File: src/rtl/slrtc_pkg.sv
// shared constants for the lane test checker and its transmitter
package slrtc_pkg;
	localparam int          LANES          = 8;
	localparam int          TALLY_W        = 24;
	localparam int          HIST_W         = 31;
	localparam logic [4:0]  WARM_BITS      = 5'h1f;
	localparam logic [2:0]  CGS_CHARS      = 3'h4;
	// register offsets
	localparam logic [11:0] A_LINK_CFG     = 12'h300;
	localparam logic [11:0] A_LANE_EN      = 12'h315;
	localparam logic [11:0] A_TEST_CTL     = 12'h316;
	localparam logic [11:0] A_LIM_L        = 12'h317;
	localparam logic [11:0] A_LIM_M        = 12'h318;
	localparam logic [11:0] A_LIM_H        = 12'h319;
	localparam logic [11:0] A_CNT_L        = 12'h31a;
	localparam logic [11:0] A_CNT_M        = 12'h31b;
	localparam logic [11:0] A_CNT_H        = 12'h31c;
	localparam logic [11:0] A_PASS         = 12'h31d;
	localparam logic [11:0] A_SHORT_TRANSPORT_CHECK_CTL     = 12'h32c;
	localparam logic [11:0] A_REF_L        = 12'h32d;
	localparam logic [11:0] A_REF_H        = 12'h32e;
	localparam logic [11:0] A_SHORT_TRANSPORT_CHECK_RES     = 12'h32f;
	localparam logic [11:0] A_L_CFG        = 12'h453;
	localparam logic [11:0] A_F_CFG        = 12'h454;
	localparam logic [11:0] A_K_CFG        = 12'h455;
	localparam logic [11:0] A_M_CFG        = 12'h456;
	localparam logic [11:0] A_N_CFG        = 12'h457;
	localparam logic [11:0] A_NP_CFG       = 12'h458;
	localparam logic [11:0] A_S_CFG        = 12'h459;
	localparam logic [11:0] A_HD_CFG       = 12'h45a;
	localparam logic [11:0] A_DESKEW       = 12'h46c;
	localparam logic [11:0] A_CGS_STAT     = 12'h470;
	localparam logic [11:0] A_F_COPY       = 12'h476;
	localparam logic [11:0] A_LANE_MASK    = 12'h47d;
	// field positions
	localparam int          B_CLEAR        = 0;
	localparam int          B_GO           = 1;
	localparam int          B_PAT_LO       = 2;
	localparam int          B_SEL_LO       = 4;
	localparam int          B_SHORT_TRANSPORT_CHECK_EN      = 0;
	localparam int          B_SHORT_TRANSPORT_CHECK_CLR     = 1;
	localparam int          B_CONV_LO      = 2;
	localparam int          B_IDX_LO       = 4;
	localparam int          B_DESCR        = 7;
	localparam int          B_LINK_SEL     = 2;
	localparam logic [7:0]  REG_RESET      = 8'h00;
	// pattern selector codes
	localparam logic [1:0]  PAT_PRBS7      = 2'h0;
	localparam logic [1:0]  PAT_PRBS15     = 2'h1;
	localparam logic [1:0]  PAT_PRBS31     = 2'h2;
	// transmit side true parameters per mode
	localparam logic [3:0]  MODE_11        = 4'hb;
	localparam logic [3:0]  MODE_12        = 4'hc;
	localparam logic [3:0]  TX_L_MODE11    = 4'h4;
	localparam logic [3:0]  TX_L_MODE12    = 4'h2;
	localparam logic [1:0]  TX_M_TRUE      = 2'h2;
	localparam logic [1:0]  TX_S_TRUE      = 2'h1;
	localparam logic [7:0]  MASK_MODE11    = 8'h33;
	localparam logic [7:0]  MASK_MODE12    = 8'h11;
	// timing
	localparam int          CLK_HZ         = 40000000;
	localparam int          RUN_MS         = 500;
	localparam int          RUN_CYCLES     = CLK_HZ / 1000 * RUN_MS;
	localparam int          RUN_W          = 25;
endpackage : slrtc_pkg

File: src/rtl/slrtc_link_if.sv
// link between transmitter and receive-side checker
`timescale 1ns/1ps
`default_nettype none
interface slrtc_link_if;
	logic [7:0]  lane_bit;
	logic [7:0]  cgs_k;
	logic        smp_valid;
	logic [1:0]  smp_conv;
	logic [1:0]  smp_idx;
	logic [15:0] smp_data;
	logic        sync_request_out_n;
	modport dev (input lane_bit, cgs_k, smp_valid, smp_conv, smp_idx, smp_data,
		output sync_request_out_n);
	modport tx (output lane_bit, cgs_k, smp_valid, smp_conv, smp_idx, smp_data,
		input sync_request_out_n);
endinterface : slrtc_link_if
`default_nettype wire

File: src/rtl/slrtc_dev.sv
// receive-side lane pattern, sample and code-group test logic with its registers
// Notes on behaviour
// RULE1: pattern checker runs without link established
// RULE2: selector picks PRBS7, PRBS15 or PRBS31
// RULE3: one enable bit per physical lane
// RULE4: controller pulses checker clear before test
// RULE5: test starts on rising edge of go
// RULE6: controller runs test 500 ms, then stops
// RULE7: pass flags per lane, one means pass
// RULE8: lane selector routes 24-bit error tally
// RULE9: error tally saturates at all ones
// RULE10: many lanes checked, one tally shown
// RULE11: sample test only on synchronized link
// RULE12: converter and sample index selectors
// RULE13: 16-bit reference in high/low registers
// RULE14: sample test enable and clear bits
// RULE15: fail flag, zero pass, one fail
// RULE16: transmitter repeats unique samples per converter
// RULE17: K28.5 stream releases sync, sets status
// RULE18: link select picks link 0 or 1 status
// RULE19: receiver gets halved lanes, one converter
// RULE20: lane-count bit 7 enables descrambling
// RULE21: mode 11 lane masks equal 0x33
// RULE22: mode 12 lane masks equal 0x11
`timescale 1ns/1ps
`default_nettype none
module slrtc_dev (
	input  wire logic                clk,
	input  wire logic                ce,
	input  wire logic                nrst,
	input  wire logic [11:0]         reg_addr,
	input  wire logic [7:0]          reg_wdata,
	input  wire logic                reg_we,
	output logic      [7:0]          reg_rdata,
	output logic                     descramble_en,
	output logic      [4:0]          lanes_per_link_m1,
	slrtc_link_if.dev                link
);
	import slrtc_pkg::*;

	typedef struct packed {
		logic [7:0]                 link_cfg;
		logic [7:0]                 lane_en;
		logic [7:0]                 test_ctl;
		logic [23:0]                limit;
		logic [7:0]                 short_transport_check_ctl;
		logic [15:0]                ref_smp;
		logic [7:0]                 l_cfg;
		logic [7:0]                 f_cfg;
		logic [7:0]                 k_cfg;
		logic [7:0]                 m_cfg;
		logic [7:0]                 n_cfg;
		logic [7:0]                 np_cfg;
		logic [7:0]                 s_cfg;
		logic [7:0]                 hd_cfg;
		logic [7:0]                 deskew;
		logic [7:0]                 f_copy;
		logic [7:0]                 lane_mask;
		logic                       go_d;
		logic                       running;
		logic [LANES-1:0][HIST_W-1:0] hist;
		logic [LANES-1:0][4:0]      warm;
		logic [LANES-1:0][TALLY_W-1:0] tally;
		logic                       short_transport_check_fail;
		logic [LANES-1:0][2:0]      kcnt;
		logic [7:0]                 cgs_ok;
		logic                       sync_n;
		logic [7:0]                 rdata;
	} slrtc_dev_st_t;

	slrtc_dev_st_t st_r;
	slrtc_dev_st_t st_nxt;
	logic [1:0]         pat_sel;
	logic [2:0]         tally_sel;
	logic [7:0]         pass_flags;
	logic [7:0]         cgs_view;
	logic [TALLY_W-1:0] tally_shown;
	logic               expect_bit;
	logic [7:0]         wdat;

	assign pat_sel           = st_r.test_ctl[B_PAT_LO +: 2];
	assign tally_sel         = st_r.test_ctl[B_SEL_LO +: 3];
	assign tally_shown       = st_r.tally[tally_sel]; // RULE8 RULE10
	assign reg_rdata         = st_r.rdata;
	assign descramble_en     = st_r.l_cfg[B_DESCR]; // RULE20
	assign lanes_per_link_m1 = st_r.l_cfg[4:0]; // RULE19
	assign link.sync_request_out_n = st_r.sync_n;

	always_comb begin
		st_nxt     = st_r;
		expect_bit = 1'b0;
		wdat       = reg_wdata;
		pass_flags = 8'h00;
		for (int i = 0; i < LANES; i++) begin
			pass_flags[i] = st_r.lane_en[i] && (st_r.tally[i] <= st_r.limit); // RULE7
		end
		// link 1 lanes appear in the low half when selected
		cgs_view = st_r.link_cfg[B_LINK_SEL] ? {4'h0, st_r.cgs_ok[7:4]}
			: st_r.cgs_ok; // RULE18

		if (reg_we) begin
			case (reg_addr)
				A_LINK_CFG:  st_nxt.link_cfg       = wdat;
				A_LANE_EN:   st_nxt.lane_en        = wdat; // RULE3
				A_TEST_CTL:  st_nxt.test_ctl       = wdat; // RULE2
				A_LIM_L:     st_nxt.limit[7:0]     = wdat;
				A_LIM_M:     st_nxt.limit[15:8]    = wdat;
				A_LIM_H:     st_nxt.limit[23:16]   = wdat;
				A_SHORT_TRANSPORT_CHECK_CTL:  st_nxt.short_transport_check_ctl       = wdat; // RULE12 RULE14
				A_REF_L:     st_nxt.ref_smp[7:0]   = wdat; // RULE13
				A_REF_H:     st_nxt.ref_smp[15:8]  = wdat; // RULE13
				A_L_CFG:     st_nxt.l_cfg          = wdat;
				A_F_CFG:     st_nxt.f_cfg          = wdat;
				A_K_CFG:     st_nxt.k_cfg          = wdat;
				A_M_CFG:     st_nxt.m_cfg          = wdat; // RULE19
				A_N_CFG:     st_nxt.n_cfg          = wdat;
				A_NP_CFG:    st_nxt.np_cfg         = wdat;
				A_S_CFG:     st_nxt.s_cfg          = wdat;
				A_HD_CFG:    st_nxt.hd_cfg         = wdat;
				A_DESKEW:    st_nxt.deskew         = wdat; // RULE21 RULE22
				A_F_COPY:    st_nxt.f_copy         = wdat;
				A_LANE_MASK: st_nxt.lane_mask      = wdat; // RULE21 RULE22
				default:     st_nxt.link_cfg       = st_r.link_cfg;
			endcase
		end

		case (reg_addr)
			A_LINK_CFG:  st_nxt.rdata = st_r.link_cfg;
			A_LANE_EN:   st_nxt.rdata = st_r.lane_en;
			A_TEST_CTL:  st_nxt.rdata = st_r.test_ctl;
			A_LIM_L:     st_nxt.rdata = st_r.limit[7:0];
			A_LIM_M:     st_nxt.rdata = st_r.limit[15:8];
			A_LIM_H:     st_nxt.rdata = st_r.limit[23:16];
			A_CNT_L:     st_nxt.rdata = tally_shown[7:0];
			A_CNT_M:     st_nxt.rdata = tally_shown[15:8];
			A_CNT_H:     st_nxt.rdata = tally_shown[23:16];
			A_PASS:      st_nxt.rdata = pass_flags;
			A_SHORT_TRANSPORT_CHECK_CTL:  st_nxt.rdata = st_r.short_transport_check_ctl;
			A_REF_L:     st_nxt.rdata = st_r.ref_smp[7:0];
			A_REF_H:     st_nxt.rdata = st_r.ref_smp[15:8];
			A_SHORT_TRANSPORT_CHECK_RES:  st_nxt.rdata = {7'h00, st_r.short_transport_check_fail}; // RULE15
			A_L_CFG:     st_nxt.rdata = st_r.l_cfg;
			A_F_CFG:     st_nxt.rdata = st_r.f_cfg;
			A_K_CFG:     st_nxt.rdata = st_r.k_cfg;
			A_M_CFG:     st_nxt.rdata = st_r.m_cfg;
			A_N_CFG:     st_nxt.rdata = st_r.n_cfg;
			A_NP_CFG:    st_nxt.rdata = st_r.np_cfg;
			A_S_CFG:     st_nxt.rdata = st_r.s_cfg;
			A_HD_CFG:    st_nxt.rdata = st_r.hd_cfg;
			A_DESKEW:    st_nxt.rdata = st_r.deskew;
			A_CGS_STAT:  st_nxt.rdata = cgs_view; // RULE17
			A_F_COPY:    st_nxt.rdata = st_r.f_copy;
			A_LANE_MASK: st_nxt.rdata = st_r.lane_mask;
			default:     st_nxt.rdata = 8'h00;
		endcase

		// go edge detection; stopping is a plain write of zero
		st_nxt.go_d = st_r.test_ctl[B_GO];
		if (!st_r.test_ctl[B_GO]) begin
			st_nxt.running = 1'b0;
		end else if (!st_r.go_d) begin
			st_nxt.running = 1'b1; // RULE5
		end

		// lane checkers self-synchronise on raw bits, no link needed
		for (int i = 0; i < LANES; i++) begin
			case (pat_sel)
				PAT_PRBS15: expect_bit = st_r.hist[i][14] ^ st_r.hist[i][13];
				PAT_PRBS31: expect_bit = st_r.hist[i][30] ^ st_r.hist[i][27];
				default:    expect_bit = st_r.hist[i][6] ^ st_r.hist[i][5]; // RULE2
			endcase
			if (st_r.test_ctl[B_CLEAR]) begin
				st_nxt.tally[i] = '0;
				st_nxt.warm[i]  = 5'h00;
			end else if (st_r.running && st_r.lane_en[i]) begin // RULE1 RULE3 RULE10
				st_nxt.hist[i] = {st_r.hist[i][HIST_W-2:0], link.lane_bit[i]};
				if (st_r.warm[i] != WARM_BITS) begin
					st_nxt.warm[i] = st_r.warm[i] + 5'h01;
				end else if ((link.lane_bit[i] != expect_bit) && !(&st_r.tally[i])) begin
					st_nxt.tally[i] = st_r.tally[i] + 24'h000001; // RULE9
				end
			end
		end

		// sample comparator; a mismatch in the clear cycle still sets the flag
		if (st_r.short_transport_check_ctl[B_SHORT_TRANSPORT_CHECK_CLR]) begin
			st_nxt.short_transport_check_fail = 1'b0; // RULE14
		end
		if (st_r.short_transport_check_ctl[B_SHORT_TRANSPORT_CHECK_EN] && link.smp_valid
			&& (link.smp_conv == st_r.short_transport_check_ctl[B_CONV_LO +: 2])
			&& (link.smp_idx == st_r.short_transport_check_ctl[B_IDX_LO +: 2])
			&& (link.smp_data != st_r.ref_smp)) begin
			st_nxt.short_transport_check_fail = 1'b1; // RULE12 RULE15
		end

		// code-group sync: five K28.5 in a row on each enabled lane
		for (int i = 0; i < LANES; i++) begin
			if (!st_r.lane_mask[i] || !link.cgs_k[i]) begin
				st_nxt.kcnt[i]   = 3'h0;
				st_nxt.cgs_ok[i] = 1'b0;
			end else if (st_r.kcnt[i] != CGS_CHARS) begin
				st_nxt.kcnt[i] = st_r.kcnt[i] + 3'h1;
			end else begin
				st_nxt.cgs_ok[i] = 1'b1; // RULE17
			end
		end
		st_nxt.sync_n = (st_r.lane_mask != 8'h00)
			&& ((st_r.cgs_ok & st_r.lane_mask) == st_r.lane_mask); // RULE17
	end

	always_ff @(posedge clk) begin
		if (!nrst) begin
			st_r <= '0;
		end else if (ce) begin
			st_r <= st_nxt;
		end
	end
endmodule : slrtc_dev
`default_nettype wire

File: src/flat_wrapper.sv
// flat-port wrapper written by rule: the top's interface ports become plain ports
module slrtc_dev_flat import slrtc_pkg::*;
  (clk, ce, nrst, reg_addr, reg_wdata, reg_we, reg_rdata, descramble_en, lanes_per_link_m1, link_lane_bit, link_cgs_k, link_smp_valid, link_smp_conv, link_smp_idx, link_smp_data, link_sync_request_out_n);
  slrtc_link_if link_i ();
  input  wire logic clk;
  input  wire logic ce;
  input  wire logic nrst;
  input  wire logic [11:0] reg_addr;
  input  wire logic [7:0] reg_wdata;
  input  wire logic reg_we;
  output logic      [7:0] reg_rdata;
  output logic descramble_en;
  output logic      [4:0] lanes_per_link_m1;
  input wire logic [$bits(link_i.lane_bit)-1:0] link_lane_bit;
  input wire logic [$bits(link_i.cgs_k)-1:0] link_cgs_k;
  input wire logic [$bits(link_i.smp_valid)-1:0] link_smp_valid;
  input wire logic [$bits(link_i.smp_conv)-1:0] link_smp_conv;
  input wire logic [$bits(link_i.smp_idx)-1:0] link_smp_idx;
  input wire logic [$bits(link_i.smp_data)-1:0] link_smp_data;
  output wire logic [$bits(link_i.sync_request_out_n)-1:0] link_sync_request_out_n;
  assign link_i.lane_bit = link_lane_bit;
  assign link_i.cgs_k = link_cgs_k;
  assign link_i.smp_valid = link_smp_valid;
  assign link_i.smp_conv = link_smp_conv;
  assign link_i.smp_idx = link_smp_idx;
  assign link_i.smp_data = link_smp_data;
  assign link_sync_request_out_n = link_i.sync_request_out_n;
  slrtc_dev u_core (.clk(clk), .ce(ce), .nrst(nrst), .reg_addr(reg_addr), .reg_wdata(reg_wdata), .reg_we(reg_we), .reg_rdata(reg_rdata), .descramble_en(descramble_en), .lanes_per_link_m1(lanes_per_link_m1), .link(link_i));
endmodule
File: config.mk
export PLATFORM = sky130hd
export DESIGN_NAME = slrtc_dev_flat
export DESIGN_NICKNAME = d
export VERILOG_FILES = /design/src/rtl/slrtc_pkg.sv /design/src/rtl/slrtc_link_if.sv /design/src/rtl/slrtc_dev.sv /design/src/flat_wrapper.sv
export SDC_FILE = /design/constraint.sdc
export NUM_CORES = 2
export LEC_CHECK = 0
export BUFFER_PORTS_ARGS = -buffer_cell sky130_fd_sc_hd__clkbuf_2
export CORE_ASPECT_RATIO = 0.8
export CORE_UTILIZATION = 35
export DETAILED_ROUTE_END_ITERATION = 7
export PLACE_DENSITY = 0.55
export SLEW_MARGIN = 40
export SYNTH_ARGS = -nofsm -noshare
export SYNTH_HDL_FRONTEND = slang
export SYNTH_SLANG_ARGS = --single-unit
File: constraint.sdc
create_clock -name clk -period 6.8 [get_ports clk]
set_clock_uncertainty 0.05 [all_clocks]
set_input_delay 0.34 -clock clk [delete_from_list [all_inputs] [get_ports clk]]
set_output_delay 0.34 -clock clk [all_outputs]
set_load 0.02 [all_outputs]
==> impl_metrics.csv <==
group,metric,value,unit
power,vdd_drop_max,161.2,uV
cts,htreeDepth,3,
timing,worst_slew_pin_slew,0.8818,ns
global_routing,grt_pass1_vias,29300,
synthesis,ys_dominant_reg_cell,"dfxtp_1",
synthesis,ys_warn_count,0,
status,status,"complete, no violations",
floorplanning,die-area,0.1070,mm^2
worst_setup_path,cp-start-kind,"flop",
routing,drt-vias-per-instance,5.588,
global_routing,grt_pass1_wl,189000,um
timing,finalCritPeriodShare,0.5815,
worst_setup_path,reg2reg_to,"u_core.st_r[134]",
placement,gp_congestion,1.001,
worst_hold_path,hold_path_depth,5,
worst_hold_path,hold_start,"link_cgs_k[6]",
power,power_frac_comb,0.027,
finish,drive_above_1_share,0.08126,
routing,drtIter0Drc,3756,
global_routing,grt_max_degree,199,
synthesis,syn_area_per_cell,8.293,um^2
synthesis,yosysMostFrequentCell,"nand2_1",
power,clockPowerShare,0.504,
placement,dp_slack,2.863,ns
timing,worst_slack,2.846,ns
worst_setup_path,critical_path_arrival,4.48,ns
synthesis,synthTopCellsByCount,"999 x nand2_1, 684 x dfxtp_1, 393 x a21boi_0, 234 x ha_1, 229 x nor2_1",
floorplanning,fp.dieH,292.8,um
timing,rsz0062_at_grt,"no",
worst_hold_path,hold_path_end,"u_core.st_r[15]",
synthesis,synthTopCellsByArea,"dfxtp_1 37%, nand2_1 10%, a21boi_0 8.0%",
finish,multiInputGateArea,0.02202,mm^2
worst_setup_path,crit_path_end_kind,"flop",
worst_setup_path,worst-setup-path-type,"reg -> reg",
timing,min_period,3.954,ns
floorplanning,core,0.1046,mm^2
cts,cts-root-buf,"clkbuf_16",
worst_setup_path,required,7.33,ns
global_routing,grt_use_total,0.2314,
finish,area_growth,11.55,%
worst_setup_path,reg2reg_depth,10,
synthesis,yosysTopAreaCell,"dfxtp_1",
placement,hpwl,89300,um
finish,nNetsFinal,4693,
synthesis,synth.top_cell.area_share,0.3701,
synthesis,synth.lib_cells_used.distinct,84,
cts,cts-buffers-inserted,74,
timing,drv_slew,0,
worst_setup_path,rrSetupSlack,2.85,ns
floorplanning,start_util,0.3536,
power,p_switching,1.968,mW
floorplanning,placementRows,106,
power,power.leakage,14.19,nW
timing,slew_headroom,0.4072,
global_routing,antenna_found_initial,3,
routing,routed_wl,126100,um
cts,cts_tree,"yes",
cts,cts_buffer_depth,3,
routing,wire_per_inst,21.52,um
power,p_sw_frac,0.2302,
cts,clk_latency,0.66,ns
placement,port_buffers,75,
run,drv_cap,0,
timing,fin_setup_tns,0,ns
worst_hold_path,hold_class,"in -> reg",
global_routing,grt_overflow,0,
finish,final_core_util,0.3944,
synthesis,syn_area,0.03700,mm^2
routing,drc,0,
timing,setup_violations,0,
worst_setup_path,crit_path_start,"u_core.pat_sel[0]",
routing,vias,32750,
synthesis,async_flop_share,0,
timing,fmax,252.9,MHz
worst_setup_path,crit_fanout,19,
routing,dr.pass1.iters,6,
floorplanning,pin_count,76,
worst_setup_path,r2r-start,"u_core.pat_sel[0]",
power,p_int,6.582,mW
finish,seqCellArea,0.01370,mm^2
timing,hold_viol,0,
cts,cts.clk_slew.worst_paths,0.06,ns
synthesis,synthCells,4462,
finish,fill_cells,10640,
cts,cts.sinks,684,
floorplanning,die_w,365.5,um
synthesis,ys_ff_latch,684,
synthesis,ys_seq_area_frac,0.3701,
routing,drtAntennaViolNets,0,
synthesis,synth_edf_count,0,
power,pwr_density_cell,207.2,mW/mm^2
power,seq_power_share,0.469,
synthesis,syn_nets,4757,
-- worst max-delay path, cell delays in order (launching register included) --
cell and delay (ns):
dfxtp_1 0.39, inv_1 0.06, ha_1 0.80, inv_1 0.42
or4b_2 0.72, o31a_1 0.12, nand3_1 0.08, buf_4 0.26
nand4_1 0.35, or3_1 0.46, a21oi_1 0.14
-- final cells by class --
type | count | share of cell area
diodes | 2 | 0.0001213
clock buffers | 104 | 0.05220
clock inverters | 29 | 0.01043
inverters | 95 | 0.008640
multi-input cells | 3415 | 0.5334
flip-flops and latches | 684 | 0.3318
well taps | 1404 | 0.04256
repair buffers | 128 | 0.02077
-- timing repair --
action / 4_1_cts / 5_1_grt
buffers inserted: 0 / 0
gates resized for setup: 0 / 0
hold buffers: 9 / 0
hold endpoints to repair: 9 / 0
-- power by group through the flow --
stage / combinational, mW / sequential [mW] / clock (mW)
floorplan: 0.137 / 4.10 / 0
global placement: 0.222 / 4.10 / 0
detailed placement: 0.224 / 4.10 / 0
CTS: 0.229 / 4.01 / 4.41
global route: 0.246 / 4.00 / 4.55
finish: 0.233 / 4.01 / 4.31
-- cells in the final DEF, fill, tap and decap left out, types with 11 or more instances in the layout --
master and count:
dfxtp_1 681, o21ai_0 109, buf_4 41, or3_1 48, xor2_1 98, o211ai_1 21
a21boi_0 393, nand2_1 990, nor2_1 227, or4_1 37, a221oi_1 13, mux4_2 48
nor4_1 51, a2111oi_0 16, clkbuf_1 11, a31oi_1 13, ha_1 234, a22oi_1 54
and3_1 50, clkbuf_8 19, o31ai_1 21, xnor2_1 65, a21oi_1 160, clkbuf_16 74
a21o_1 32, nand3_1 134, inv_1 95, clkbuf_2 73, nor3_1 65, nand4_1 124
mux2i_1 58, a22o_1 15, nor2b_1 79, nand2b_1 15, and2_1 32, and4_1 18
-- cells by family after synthesis --
family | synth area share
AO/OA/AOI/OAI | 0.1757
XOR/XNOR | 0.03858
adder cells (fa/ha/maj) | 0.07913
buffers and inverters | 0.03926
flip-flops | 0.3701
multiplexers | 0.04582
AND/OR/NAND/NOR | 0.2515
-- worst max-delay path by stage --
stage,slack [ns],cells past startpoint,end
finish,2.85,10,u_core.st_r[134]
global route,2.57,10,u_core.st_r[130]
CTS,2.84,10,u_core.st_r[134]
detailed placement,2.86,10,u_core.st_r[134]
global placement,2.89,10,u_core.st_r[134]
floorplan,4.03,10,u_core.st_r[134]
-- state kept, by name, summed over array words and instances, names as in the netlist --
| signal | count |
|---|---|
| u_core.descramble_en | 1 |
| u_core.lanes_per_link_m1 | 5 |
| u_core.link.sync_request_out_n | 1 |
| u_core.pat_sel | 2 |
| u_core.reg_rdata | 8 |
| u_core.st_nxt | 1 |
| u_core.st_r | 666 |
-- stage by stage --
step / hold WS (ns) / power (mW) / std cells / cell area (um^2)
2_1_floorplan: 0.3853 / 4.233 / 4462 / 37000
3_3_place_gp: 0.3998 / 4.319 / 5715 / 38430
3_5_place_dp: 0.4054 / 4.322 / 5716 / 38560
4_1_cts: 0.004194 / 8.644 / 5858 / 41230
5_1_grt: 0.06919 / 8.802 / 5859 / 41270
6_report: 0.03417 / 8.551 / 5861 / 41270
-- per-layer routing --
layer / share of wire / wire length, um / track usage
met2: 0.39 / 49530 / 0.3145
met5: 0 / 0 / 0
met1: 0.48 / 60730 / 0.3552
met3: 0.10 / 12800 / 0.05705
met4: 0.024 / 3059 / 0.05858
No activity file was read; power rests on OpenSTA's default activity.
